### src/osc_trip_pkg.sv
// package: constants, register map and types of the oscillation trip voter
package osc_trip_pkg;
   // ---------------------------------------------------------------
   // structure
   // ---------------------------------------------------------------
   localparam int NUM_CHAN = 4;
   localparam int CELLS_PER_CHAN = 2;
   localparam int NUM_CELLS = NUM_CHAN * CELLS_PER_CHAN;
   localparam int DETS_PER_CELL = 3;
   localparam int NUM_VOTERS = 4;
   localparam int DET_W = 16;
   localparam int SUM_W = 18;
   localparam int DEV_W = 19;
   // ---------------------------------------------------------------
   // operating window, in whole percent
   // ---------------------------------------------------------------
   localparam logic [7:0] POWER_MIN_PCT = 8'h1A; // 26 %
   localparam logic [7:0] FLOW_MAX_PCT = 8'h3C;  // 60 %
   // ---------------------------------------------------------------
   // algorithm constants; period limits in samples, filter as a shift, vote as a channel count
   // ---------------------------------------------------------------
   localparam int FILTER_SHIFT = 4;
   localparam logic [7:0] PERIOD_MIN_SAMPLES = 8'h0A;
   localparam logic [7:0] PERIOD_MAX_SAMPLES = 8'h3C;
   localparam int VOTE_MIN = 2;
   // ---------------------------------------------------------------
   // register offsets (byte addresses)
   // ---------------------------------------------------------------
   localparam logic [7:0] CTRL_OFFSET = 8'h00;
   localparam logic [7:0] CELL_MAP_OFFSET = 8'h04;
   localparam logic [7:0] AMP_SETPOINT_OFFSET = 8'h08;
   localparam logic [7:0] PERIOD_SETPOINT_OFFSET = 8'h0C;
   localparam logic [7:0] GROWTH_SETPOINT_OFFSET = 8'h10;
   localparam logic [7:0] TEST_VALUE_OFFSET = 8'h14;
   localparam logic [7:0] STATUS_OFFSET = 8'h18;
   localparam logic [7:0] EVENT_OFFSET = 8'h1C;
   localparam logic [7:0] EVENT_MASK_OFFSET = 8'h20;
   // ---------------------------------------------------------------
   // field positions and reset values
   // ---------------------------------------------------------------
   localparam int CTRL_BYPASS_EN_BIT = 0;
   localparam int CTRL_BYPASS_SEL_LSB = 1;
   localparam int CTRL_TEST_EN_LSB = 4;
   localparam logic [31:0] CTRL_RESET = 32'h0000_0000;
   localparam logic [23:0] CELL_MAP_RESET = 24'h00_0000;
   localparam logic [DEV_W-1:0] AMP_SETPOINT_RESET = 19'h7_FFFF;
   localparam logic [3:0] PERIOD_SETPOINT_RESET = 4'hF;
   localparam logic [DEV_W-1:0] GROWTH_SETPOINT_RESET = 19'h7_FFFF;
   localparam logic [DET_W-1:0] TEST_VALUE_RESET = 16'h0000;
   localparam logic [13:0] EVENT_MASK_RESET = 14'h0000;
   // event bits: [3:0] channel trip rise, [7:4] alarm rise, [11:8] voter trip rise,
   // [12] window enable change, [13] half trip rise
   localparam int EVENT_W = 14;

   typedef struct packed {
      logic [NUM_CHAN-1:0] chan_trip;
      logic [NUM_CHAN-1:0] chan_alarm;
      logic [NUM_VOTERS-1:0] voter_trip;
      logic [NUM_VOTERS-1:0] half_trip;
      logic window_en;
   } status_t;
endpackage

### src/osc_trip_voter.sv
// oscillation trip logic: cell averaging, algorithms, window, two-of-four voters, apb slave
// Operation
// - each cell sums up to three assigned detectors
// - sum unbypassed detectors, low-pass filter to average
// - period, amplitude, growth checks of sum versus average
// - any cell over setpoint trips its channel
// - power and flow come from average channel
// - trip only at power>=26% and flow<=60%
// - alarm when any algorithm fires on operable cell
// - oscillation and average trips voted separately
// - two unbypassed trips of one kind: all four voters trip
// - one unbypassed oscillation trip: half trip, no trip
// - bypass covers both channels, excluded from vote
// - relay drive active low, de-energize to trip
// - channel trip and alarm status presented
// - test signals injectable per channel
// - four channels feed four voters, two per system
`timescale 1ns/1ps
module osc_trip_voter
   import osc_trip_pkg::*;
(
   input wire logic pclk,
   input wire logic presetn,
   input wire logic psel,
   input wire logic penable,
   input wire logic pwrite,
   input wire logic [7:0] paddr,
   input wire logic [31:0] pwdata,
   output logic [31:0] prdata,
   output logic pready,
   output logic pslverr,
   input wire logic sample_valid,
   input wire logic [osc_trip_pkg::NUM_CELLS*osc_trip_pkg::DETS_PER_CELL*osc_trip_pkg::DET_W-1:0] detector_data,
   input wire logic [7:0] thermal_power_pct,
   input wire logic [7:0] recirc_flow_pct,
   input wire logic [osc_trip_pkg::NUM_CHAN-1:0] average_power_channel_trip,
   output logic [osc_trip_pkg::NUM_CHAN-1:0] average_power_channel_bypass,
   output logic [osc_trip_pkg::NUM_VOTERS-1:0] trip_relay_n,
   output logic [osc_trip_pkg::NUM_VOTERS-1:0] half_trip,
   output logic [osc_trip_pkg::NUM_CHAN-1:0] chan_trip,
   output logic [osc_trip_pkg::NUM_CHAN-1:0] chan_alarm,
   output logic irq
);
   import osc_trip_pkg::*;

   // ---------------------------------------------------------------
   // registers
   // ---------------------------------------------------------------
   logic [31:0] ctrl;
   logic [23:0] cell_map;
   logic [DEV_W-1:0] amp_setpoint;
   logic [3:0] period_setpoint;
   logic [DEV_W-1:0] growth_setpoint;
   logic [DET_W-1:0] test_value;
   logic [EVENT_W-1:0] event_flags;
   logic [EVENT_W-1:0] event_mask;
   logic wr_en;
   logic rd_event;
   logic [EVENT_W-1:0] event_set;
   status_t status;
   logic window_en;
   logic processing_valid;
   logic [NUM_VOTERS-1:0] voter_trip;
   logic [NUM_CELLS-1:0] cell_amp;
   logic [NUM_CELLS-1:0] cell_period;
   logic [NUM_CELLS-1:0] cell_growth;
   logic [NUM_CELLS-1:0] cell_operable;
   logic [NUM_CHAN-1:0] bypass;
   logic [2:0] osc_count;
   logic [2:0] apc_count;

   // a write lands at the access edge, the only edge with pready high
   assign wr_en = psel & penable & pready & pwrite;
   assign rd_event = psel & penable & pready & ~pwrite & (paddr == EVENT_OFFSET);

   // ---------------------------------------------------------------
   // apb slave: one wait-free access cycle, answer prepared in setup
   // ---------------------------------------------------------------
   always_ff @(posedge pclk or negedge presetn) begin
      if (!presetn) begin
         pready <= 1'b0;
         pslverr <= 1'b0;
         prdata <= 32'h0000_0000;
      end else begin
         pready <= psel & ~penable;
         pslverr <= 1'b0;
         if (psel && !penable) begin
            prdata <= 32'h0000_0000;
            unique case (paddr)
               CTRL_OFFSET: prdata <= ctrl;
               CELL_MAP_OFFSET: prdata <= {8'h00, cell_map};
               AMP_SETPOINT_OFFSET: prdata <= {13'h0000, amp_setpoint};
               PERIOD_SETPOINT_OFFSET: prdata <= {28'h000_0000, period_setpoint};
               GROWTH_SETPOINT_OFFSET: prdata <= {13'h0000, growth_setpoint};
               TEST_VALUE_OFFSET: prdata <= {16'h0000, test_value};
               STATUS_OFFSET: prdata <= {15'h0000, status};
               EVENT_OFFSET: prdata <= {18'h0_0000, event_flags};
               EVENT_MASK_OFFSET: prdata <= {18'h0_0000, event_mask};
               default: pslverr <= 1'b1; // unmapped address answers with an error
            endcase
         end
      end
   end

   // writes to read-only or unmapped words change nothing
   // configuration written by software; setpoints stay put while running
   always_ff @(posedge pclk or negedge presetn) begin
      if (!presetn) begin
         ctrl <= CTRL_RESET;
         cell_map <= CELL_MAP_RESET;
         amp_setpoint <= AMP_SETPOINT_RESET;
         period_setpoint <= PERIOD_SETPOINT_RESET;
         growth_setpoint <= GROWTH_SETPOINT_RESET;
         test_value <= TEST_VALUE_RESET;
         event_mask <= EVENT_MASK_RESET;
      end else if (wr_en) begin
         unique case (paddr)
            CTRL_OFFSET: ctrl <= {24'h00_0000, pwdata[7:0]};
            CELL_MAP_OFFSET: cell_map <= pwdata[23:0];
            AMP_SETPOINT_OFFSET: amp_setpoint <= pwdata[DEV_W-1:0];
            PERIOD_SETPOINT_OFFSET: period_setpoint <= pwdata[3:0];
            GROWTH_SETPOINT_OFFSET: growth_setpoint <= pwdata[DEV_W-1:0];
            TEST_VALUE_OFFSET: test_value <= pwdata[DET_W-1:0];
            EVENT_MASK_OFFSET: event_mask <= pwdata[EVENT_W-1:0];
            default: ;
         endcase
      end
   end

   // limitation: only one channel can be bypassed at a time
   // one operator bypass covers both the oscillation and average channel
   always_comb begin
      bypass = '0;
      bypass[ctrl[CTRL_BYPASS_SEL_LSB +: 2]] = ctrl[CTRL_BYPASS_EN_BIT];
   end

   // ---------------------------------------------------------------
   // per-cell processing
   // ---------------------------------------------------------------
   for (genvar c = 0; c < NUM_CELLS; c++) begin : g_cell
      localparam int CH = c / CELLS_PER_CHAN;
      logic [2:0] assign_mask;
      logic [SUM_W-1:0] sum;
      logic [SUM_W-1:0] avg;
      logic signed [DEV_W-1:0] dev;
      logic [DEV_W-1:0] mag;
      logic signed [DEV_W-1:0] dev_prev;
      logic [DEV_W-1:0] peak;
      logic [DEV_W-1:0] peak_prev;
      logic [7:0] interval;
      logic [3:0] confirm;
      logic up_cross;
      logic [DET_W-1:0] det [DETS_PER_CELL];

      assign assign_mask = cell_map[3*c +: 3];
      assign cell_operable[c] = |assign_mask;

      // test injection replaces every detector of the channel under test
      always_comb begin
         for (int d = 0; d < DETS_PER_CELL; d++) begin
            det[d] = ctrl[CTRL_TEST_EN_LSB + CH] ? test_value
                     : detector_data[(c*DETS_PER_CELL+d)*DET_W +: DET_W];
         end
      end

      // only assigned detectors enter the sum; unassigned act as bypassed
      always_comb begin
         sum = '0;
         for (int d = 0; d < DETS_PER_CELL; d++) begin
            if (assign_mask[d]) begin
               sum = sum + {2'b00, det[d]};
            end
         end
      end

      // deviation of the raw sum from its average feeds all three checks
      assign dev = $signed({1'b0, sum}) - $signed({1'b0, avg});
      assign mag = dev[DEV_W-1] ? DEV_W'(-dev) : DEV_W'(dev);
      assign up_cross = dev_prev[DEV_W-1] & ~dev[DEV_W-1];

      // first-order low-pass: avg += (sum - avg) / 16
      // a shift keeps the filter free of dividers, at the cost of slow settling
      always_ff @(posedge pclk or negedge presetn) begin
         if (!presetn) begin
            avg <= '0;
         end else if (sample_valid) begin
            avg <= SUM_W'($signed({1'b0, avg}) + (dev >>> FILTER_SHIFT));
         end
      end

      // full-cycle peak tracking between upward crossings and crossing interval for period and growth
      always_ff @(posedge pclk or negedge presetn) begin
         if (!presetn) begin
            dev_prev <= '0;
            peak <= '0;
            peak_prev <= '0;
            interval <= '0;
            confirm <= '0;
         end else if (sample_valid) begin
            dev_prev <= dev;
            if (up_cross) begin
               peak_prev <= peak;
               peak <= mag;
               interval <= 8'h01;
               // a steady period confirms another cycle; an odd one restarts the count
               if (interval >= PERIOD_MIN_SAMPLES && interval <= PERIOD_MAX_SAMPLES) begin
                  confirm <= (confirm == 4'hF) ? confirm : confirm + 4'h1;
               end else begin
                  confirm <= '0;
               end
            end else begin
               if (mag > peak) begin
                  peak <= mag;
               end
               if (interval != 8'hFF) begin
                  interval <= interval + 8'h01;
               end else begin
                  confirm <= '0; // oscillation died out
               end
            end
         end
      end

      // algorithm flags against the stored setpoints
      // a cell with an empty slot mask can neither alarm nor trip
      always_ff @(posedge pclk or negedge presetn) begin
         if (!presetn) begin
            cell_amp[c] <= 1'b0;
            cell_period[c] <= 1'b0;
            cell_growth[c] <= 1'b0;
         end else if (sample_valid) begin
            cell_amp[c] <= cell_operable[c] & (mag > amp_setpoint);
            cell_period[c] <= cell_operable[c] & (confirm >= period_setpoint);
            cell_growth[c] <= cell_operable[c] & (peak > peak_prev)
                              & ((peak - peak_prev) > growth_setpoint);
         end
      end
   end

   // ---------------------------------------------------------------
   // operating window and channel trips, once per sample
   // ---------------------------------------------------------------
   // power and flow arrive already computed by the average channels
   // a change of power or flow counts only from the next sample on
   always_ff @(posedge pclk or negedge presetn) begin
      if (!presetn) begin
         window_en <= 1'b0;
         processing_valid <= 1'b0;
      end else if (sample_valid) begin
         window_en <= (thermal_power_pct >= POWER_MIN_PCT)
                      && (recirc_flow_pct <= FLOW_MAX_PCT);
         processing_valid <= 1'b1;
      end
   end

   // alarm ignores the window so the operator still sees instability
   // trips lag their cell flags by one sample, so flags and window line up
   always_ff @(posedge pclk or negedge presetn) begin
      if (!presetn) begin
         chan_trip <= '0;
         chan_alarm <= '0;
      end else if (sample_valid) begin
         for (int ch = 0; ch < NUM_CHAN; ch++) begin
            chan_alarm[ch] <= |(cell_amp[ch*CELLS_PER_CHAN +: CELLS_PER_CHAN]
                                | cell_period[ch*CELLS_PER_CHAN +: CELLS_PER_CHAN]
                                | cell_growth[ch*CELLS_PER_CHAN +: CELLS_PER_CHAN]);
            chan_trip[ch] <= window_en & |(cell_amp[ch*CELLS_PER_CHAN +: CELLS_PER_CHAN]
                                | cell_period[ch*CELLS_PER_CHAN +: CELLS_PER_CHAN]
                                | cell_growth[ch*CELLS_PER_CHAN +: CELLS_PER_CHAN]);
         end
      end
   end

   // ---------------------------------------------------------------
   // two-of-four voters; each voter sees every channel
   // ---------------------------------------------------------------
   // unbypassed trips of each kind, counted apart so they never mix in one vote
   always_comb begin
      osc_count = '0;
      apc_count = '0;
      for (int ch = 0; ch < NUM_CHAN; ch++) begin
         osc_count = osc_count + {2'b00, chan_trip[ch] & ~bypass[ch]};
         apc_count = apc_count + {2'b00, average_power_channel_trip[ch] & ~bypass[ch]};
      end
   end

   // the relay drive follows the vote on every clock, not only at samples
   always_ff @(posedge pclk or negedge presetn) begin
      if (!presetn) begin
         voter_trip <= {NUM_VOTERS{1'b1}};
         half_trip <= '0;
         trip_relay_n <= '0; // relays de-energized: trip-safe
         average_power_channel_bypass <= '0;
      end else begin
         average_power_channel_bypass <= bypass;
         // separate counts: one trip of each kind never adds up to a vote
         for (int v = 0; v < NUM_VOTERS; v++) begin
            voter_trip[v] <= ~processing_valid | (osc_count >= 3'(VOTE_MIN))
                             | (apc_count >= 3'(VOTE_MIN));
            half_trip[v] <= (osc_count == 3'd1);
            trip_relay_n[v] <= processing_valid & (osc_count < 3'(VOTE_MIN))
                               & (apc_count < 3'(VOTE_MIN));
         end
      end
   end

   // status word as software reads it; the half trips of all voters are equal
   assign status = '{chan_trip: chan_trip, chan_alarm: chan_alarm, voter_trip: voter_trip,
                     half_trip: half_trip, window_en: window_en};

   // ---------------------------------------------------------------
   // sticky events, cleared by a read; a new event beats the clear
   // ---------------------------------------------------------------
   status_t status_q;
   always_ff @(posedge pclk or negedge presetn) begin
      if (!presetn) begin
         // reset image of status, so no false voter edge shows after release
         status_q <= '{chan_trip: '0,
                       chan_alarm: '0,
                       voter_trip: '1,
                       half_trip: '0,
                       window_en: 1'b0};
         event_flags <= '0;
         irq <= 1'b0;
      end else begin
         status_q <= status;
         event_flags <= (rd_event ? '0 : event_flags) | event_set;
         // irq follows the next flag value, so it never lags the flags
         irq <= |(((rd_event ? '0 : event_flags) | event_set) & event_mask);
      end
   end

   // rising edges of the status bits; the window bit flags either edge
   assign event_set = {|(status.half_trip & ~status_q.half_trip),
                       status.window_en ^ status_q.window_en,
                       status.voter_trip & ~status_q.voter_trip,
                       status.chan_alarm & ~status_q.chan_alarm,
                       status.chan_trip & ~status_q.chan_trip};
endmodule

### config.mk
export PLATFORM = sky130hd
export DESIGN_NAME = osc_trip_voter
export DESIGN_NICKNAME = d
export VERILOG_FILES = /design/src/osc_trip_pkg.sv /design/src/osc_trip_voter.sv
export SDC_FILE = /design/constraint.sdc
export NUM_CORES = 2
export LEC_CHECK = 0
export ABC_AREA = 1
export BUFFER_PORTS_ARGS = -buffer_cell sky130_fd_sc_hd__clkbuf_2
export CAP_MARGIN = 20
export CORE_MARGIN = 1
export CORE_UTILIZATION = 25
export CTS_CLUSTER_SIZE = 14
export DETAILED_ROUTE_END_ITERATION = 7
export HOLD_SLACK_MARGIN = 0.05
export SYNTH_ARGS = -nofsm -noshare
export SYNTH_HDL_FRONTEND = slang
export SYNTH_SLANG_ARGS = --single-unit
### constraint.sdc
create_clock -name pclk -period 10.84 [get_ports pclk]
set_input_delay 0.542 -clock pclk [delete_from_list [all_inputs] [get_ports pclk]]
set_output_delay 0.542 -clock pclk [all_outputs]
set_load 0.01 [all_outputs]
==> impl_metrics.env <==
export IMPL_status="finished with violations"
export IMPL_violations="DRC"
export IMPL_maxSlewHeadroom_pct=21.9
export IMPL_regArea_um2=18800
export IMPL_finalClockSkew_ns=0.0310
export IMPL_grt_first_pass_wirelength_um=490000
export IMPL_finalInstanceArea_um2=96900
export IMPL_switching_power_w=0.0140
export IMPL_p_int_w=0.0125
export IMPL_synth_area_um2=86000
export IMPL_gr_total_overflow=0
export IMPL_synth_top_cell_by_area="dfrtp_1"
export IMPL_tns_ns=0
export IMPL_grt_usage_pct=18.2
export IMPL_crit_end="g_cell[2].peak[12]"
export IMPL_synthXorXnorAreaFrac_pct=5.45
export IMPL_drtIter0Drc=6971
export IMPL_rows=214
export IMPL_ant_nets=0
export IMPL_crit_type="reg2reg"
export IMPL_power_leakage_nw=50.9
export IMPL_dp_slack_ns=0.843
export IMPL_yosys_area_share_simple_pct=28.8
export IMPL_viasPerCell=4.85
export IMPL_numCtsBuffers=87
export IMPL_clock_power_share_pct=12.7
export IMPL_hold_viol=0
export IMPL_pin_count=505
export IMPL_die_h_um=588
export IMPL_first_global_vias=81657
export IMPL_seqPwrFrac_pct=16.7
export IMPL_hpwlAfterDp_um=261000
export IMPL_finalCoreUtilization_pct=28.4
export IMPL_r2r_end="g_cell[2].peak[12]"
export IMPL_synth_seq_area_share_pct=21.9
export IMPL_drive_gt1_share_pct=7.53
export IMPL_die_area_um2=346000
export IMPL_placed_area_um2=93600
export IMPL_powerDensity_nw_per_um2=274
export IMPL_synthTopCellsByCount="nand2_1 (3979), inv_1 (1626), ha_1 (1218), o21ai_0 (1139), a21oi_1 (935)"
export IMPL_holdCritPathClass="in2reg"
export IMPL_switching_share_pct=52.9
export IMPL_synthTopCellsByArea="dfrtp_1 (21%), ha_1 (18%), nand2_1 (17%)"
export IMPL_clk_latency_ns=0.74
export IMPL_ys_flop_type="dfrtp_1"
export IMPL_crit_required_ns=11.45
export IMPL_fin_crit_ns=9.88
export IMPL_initial_utilization_pct=25.2
export IMPL_synth_top_family_by_area="simple AND/OR/NAND/NOR gates"
export IMPL_setup_viol=0
export IMPL_tritoncts="built"
export IMPL_gp_congestion=0.954
export IMPL_cp_startpoint="cell_map[6]"
export IMPL_ys_types=70
export IMPL_nNetsFinal=15102
export IMPL_ys_seq_elements=749
export IMPL_regToRegSetupSlack_ns=0.96
export IMPL_multi_input_area_um2=59700
export IMPL_syn_inst=13000
export IMPL_cts_sinks=749
export IMPL_die_width_um=588
export IMPL_syn_to_final_growth_pct=12.7
export IMPL_num_vias=87252
export IMPL_p_comb_share_pct=70.6
export IMPL_async_reset_ff_share_pct=100
export IMPL_muxShareOfSynthArea_pct=0
export IMPL_tightest_slew_ns=1.17
export IMPL_drt_wirelength_per_cell_um=18.0
export IMPL_htreeDepth=3
export IMPL_max_freq_mhz=101
export IMPL_synth_most_common_cell="nand2_1"
export IMPL_cap_viol_max_count=0
export IMPL_vdd_drop_max_uv=241
export IMPL_grt_max_degree=150
export IMPL_clk_pin_slew_worst_paths_ns=0.06
export IMPL_synth_edff_count=0
export IMPL_slowest_stage="inv_1"
export IMPL_yosysTopAreaCellShare_pct=20.5
export IMPL_first_pass_iters=8
export IMPL_core_um2=341000
export IMPL_port_buffers=487
export IMPL_cts_buffer_depth=3
export IMPL_synth_compound_area_share_pct=16.5
export IMPL_worst_setup_path_end_kind="register"
export IMPL_cp_start_kind="register"
export IMPL_drc_errors=10
export IMPL_cp_max_fo=20
export IMPL_holdWs_ns=0.0736
export IMPL_r2r_cells=50
export IMPL_critPathMostFrequentCell="nand2_1"
export IMPL_worst_slack_ns=0.958
export IMPL_synthAdderAreaFrac_pct=18.7
export IMPL_arrival_ns=10.49
export IMPL_slowest_delay_ns=0.80
export IMPL_post_route_period_util_pct=91.2
export IMPL_yosysWarnings=0
export IMPL_rsz0062_at_grt="no"
export IMPL_syn_avg_cell_area_um2=6.61
export IMPL_report_final_slew_viol_count=0
export IMPL_regToRegStartpoint="cell_map[6]"
export IMPL_fillerInstances=37953
export IMPL_grt_antenna_before_repair=29
export IMPL_clock_root_buffer="clkbuf_16"
export IMPL_wirelength_um=324000
[critical path, delay by kind of cell, from the launching register on]
family / cells / cell delay, ns
XOR/XNOR: 2 / 0.27
adder cells (fa/ha/maj): 4 / 1.36
buffers and inverters: 6 / 1.76
flip-flops: 1 / 0.47
AO/OA/AOI/OAI: 10 / 2.55
AND/OR/NAND/NOR: 28 / 3.30
[registers in the layout, indices dropped and copies added (netlist names), 4 cells and up]
name / cells
test_value: 16
average_power_channel_bypass: 4
g_cell.interval: 64
g_cell.dev_prev: 8
g_cell.peak: 152
chan_alarm: 4
cell_map: 24
event_flags: 14
g_cell.avg: 144
event_mask: 14
prdata: 24
chan_trip: 4
status_q: 11
cell_growth: 8
ctrl: 8
growth_setpoint: 19
amp_setpoint: 19
g_cell.peak_prev: 152
cell_period: 8
g_cell.confirm: 32
cell_amp: 8
period_setpoint: 4
[layout by cell type (no fill, tap or decap), types with 13 or more instances in the layout]
cell	synthesis	layout
dfstp_2	44	44
nand2_1	3979	3977
o21ai_0	1139	1139
inv_2	10	13
fa_1	42	42
nand3_1	630	630
o21a_1	30	30
o22ai_1	42	42
o31ai_1	48	48
nor2_2	20	28
nor4_1	52	51
a21boi_0	52	52
nor2_1	737	729
ha_1	1218	1218
bufinv_16	0	14
inv_1	1626	1618
nand3b_1	44	44
and2_1	13	13
xor2_1	336	336
xnor2_1	186	186
nand3_2	33	33
a21o_1	46	46
clkbuf_16	0	89
o211ai_1	37	37
a211oi_1	37	37
clkbuf_8	0	17
buf_4	26	85
nand2_2	49	51
a31oi_1	74	74
clkbuf_2	0	485
nand4_1	147	147
a221oi_1	16	16
nor3_1	153	152
a21oi_1	935	935
o21bai_1	36	36
or2_2	48	48
dfrtp_1	705	702
[worst min-delay path by stage]
stage | cells after the start | slack, ns | to | startpoint
final | 3 | 0.07 | cell_map[21] | pwdata[21]
after global routing | 3 | 0.07 | cell_map[21] | pwdata[21]
after CTS | 3 | 0.06 | cell_map[21] | pwdata[21]
after detailed placement | 0 | 0.40 | status_q[11] | chan_alarm[2]
after global placement | 0 | 0.39 | status_q[11] | chan_alarm[2]
after floorplan | 0 | 0.25 | average_power_channel_bypass[0] | presetn
[kinds of logic after synthesis]
family | Yosys count
AO/OA/AOI/OAI | 2585
XOR/XNOR | 529
adder cells (fa/ha/maj) | 1260
buffers and inverters | 1929
flip-flops | 749
other | 1
AND/OR/NAND/NOR | 5947
[routing by layer]
metal | part of all wire (%) | GRT usage [%] | up-vias | wire, µm
met5 | 0.020 | 0 | - | 65
met4 | 6.0 | 9.68 | 10 | 19400
met3 | 6.1 | 2.14 | 537 | 19800
met2 | 45 | 30.3 | 2583 | 148000
met1 | 42 | 23.0 | 40345 | 138000
li1 | - | - | 43777 | -
[timing repair]
item / in CTS / in global routing
buffers inserted: 0 / 0
endpoints found under the hold margin: 79 / 0
setup endpoints to repair: 0 / 63
hold buffers: 2 / 0
gates resized for setup: 0 / 8
[cell type report]
| class | instances | share of cell area [%] |
|---|---|---|
| inverters | 1643 | 6.39 |
| repair buffers | 582 | 3.40 |
| clock buffers | 118 | 2.59 |
| clock inverters | 42 | 0.711 |
| flip-flops and latches | 749 | 19.4 |
| multi-input cells | 10329 | 61.6 |
| well taps | 4536 | 5.86 |
| diodes | 8 | 0.0207 |
[power groups by stage]
stage	clock, W	combinational (W)	sequential (W)
final	0.00338	0.0187	0.00442
after global routing	0.00354	0.0216	0.00454
after CTS	0.00345	0.0186	0.00442
after detailed placement	0	0.0185	0.00446
after global placement	0	0.0182	0.00445
after floorplan	0	0.0145	0.00418
[metrics by stage]
stage          cells  total power (W)
2_1_floorplan  13007           0.0187
3_3_place_gp   17834           0.0227
3_5_place_dp   17835           0.0229
4_1_cts        17997           0.0265
5_1_grt        18003           0.0296
6_report       18007           0.0265
(Power assumes the default switching activity.)
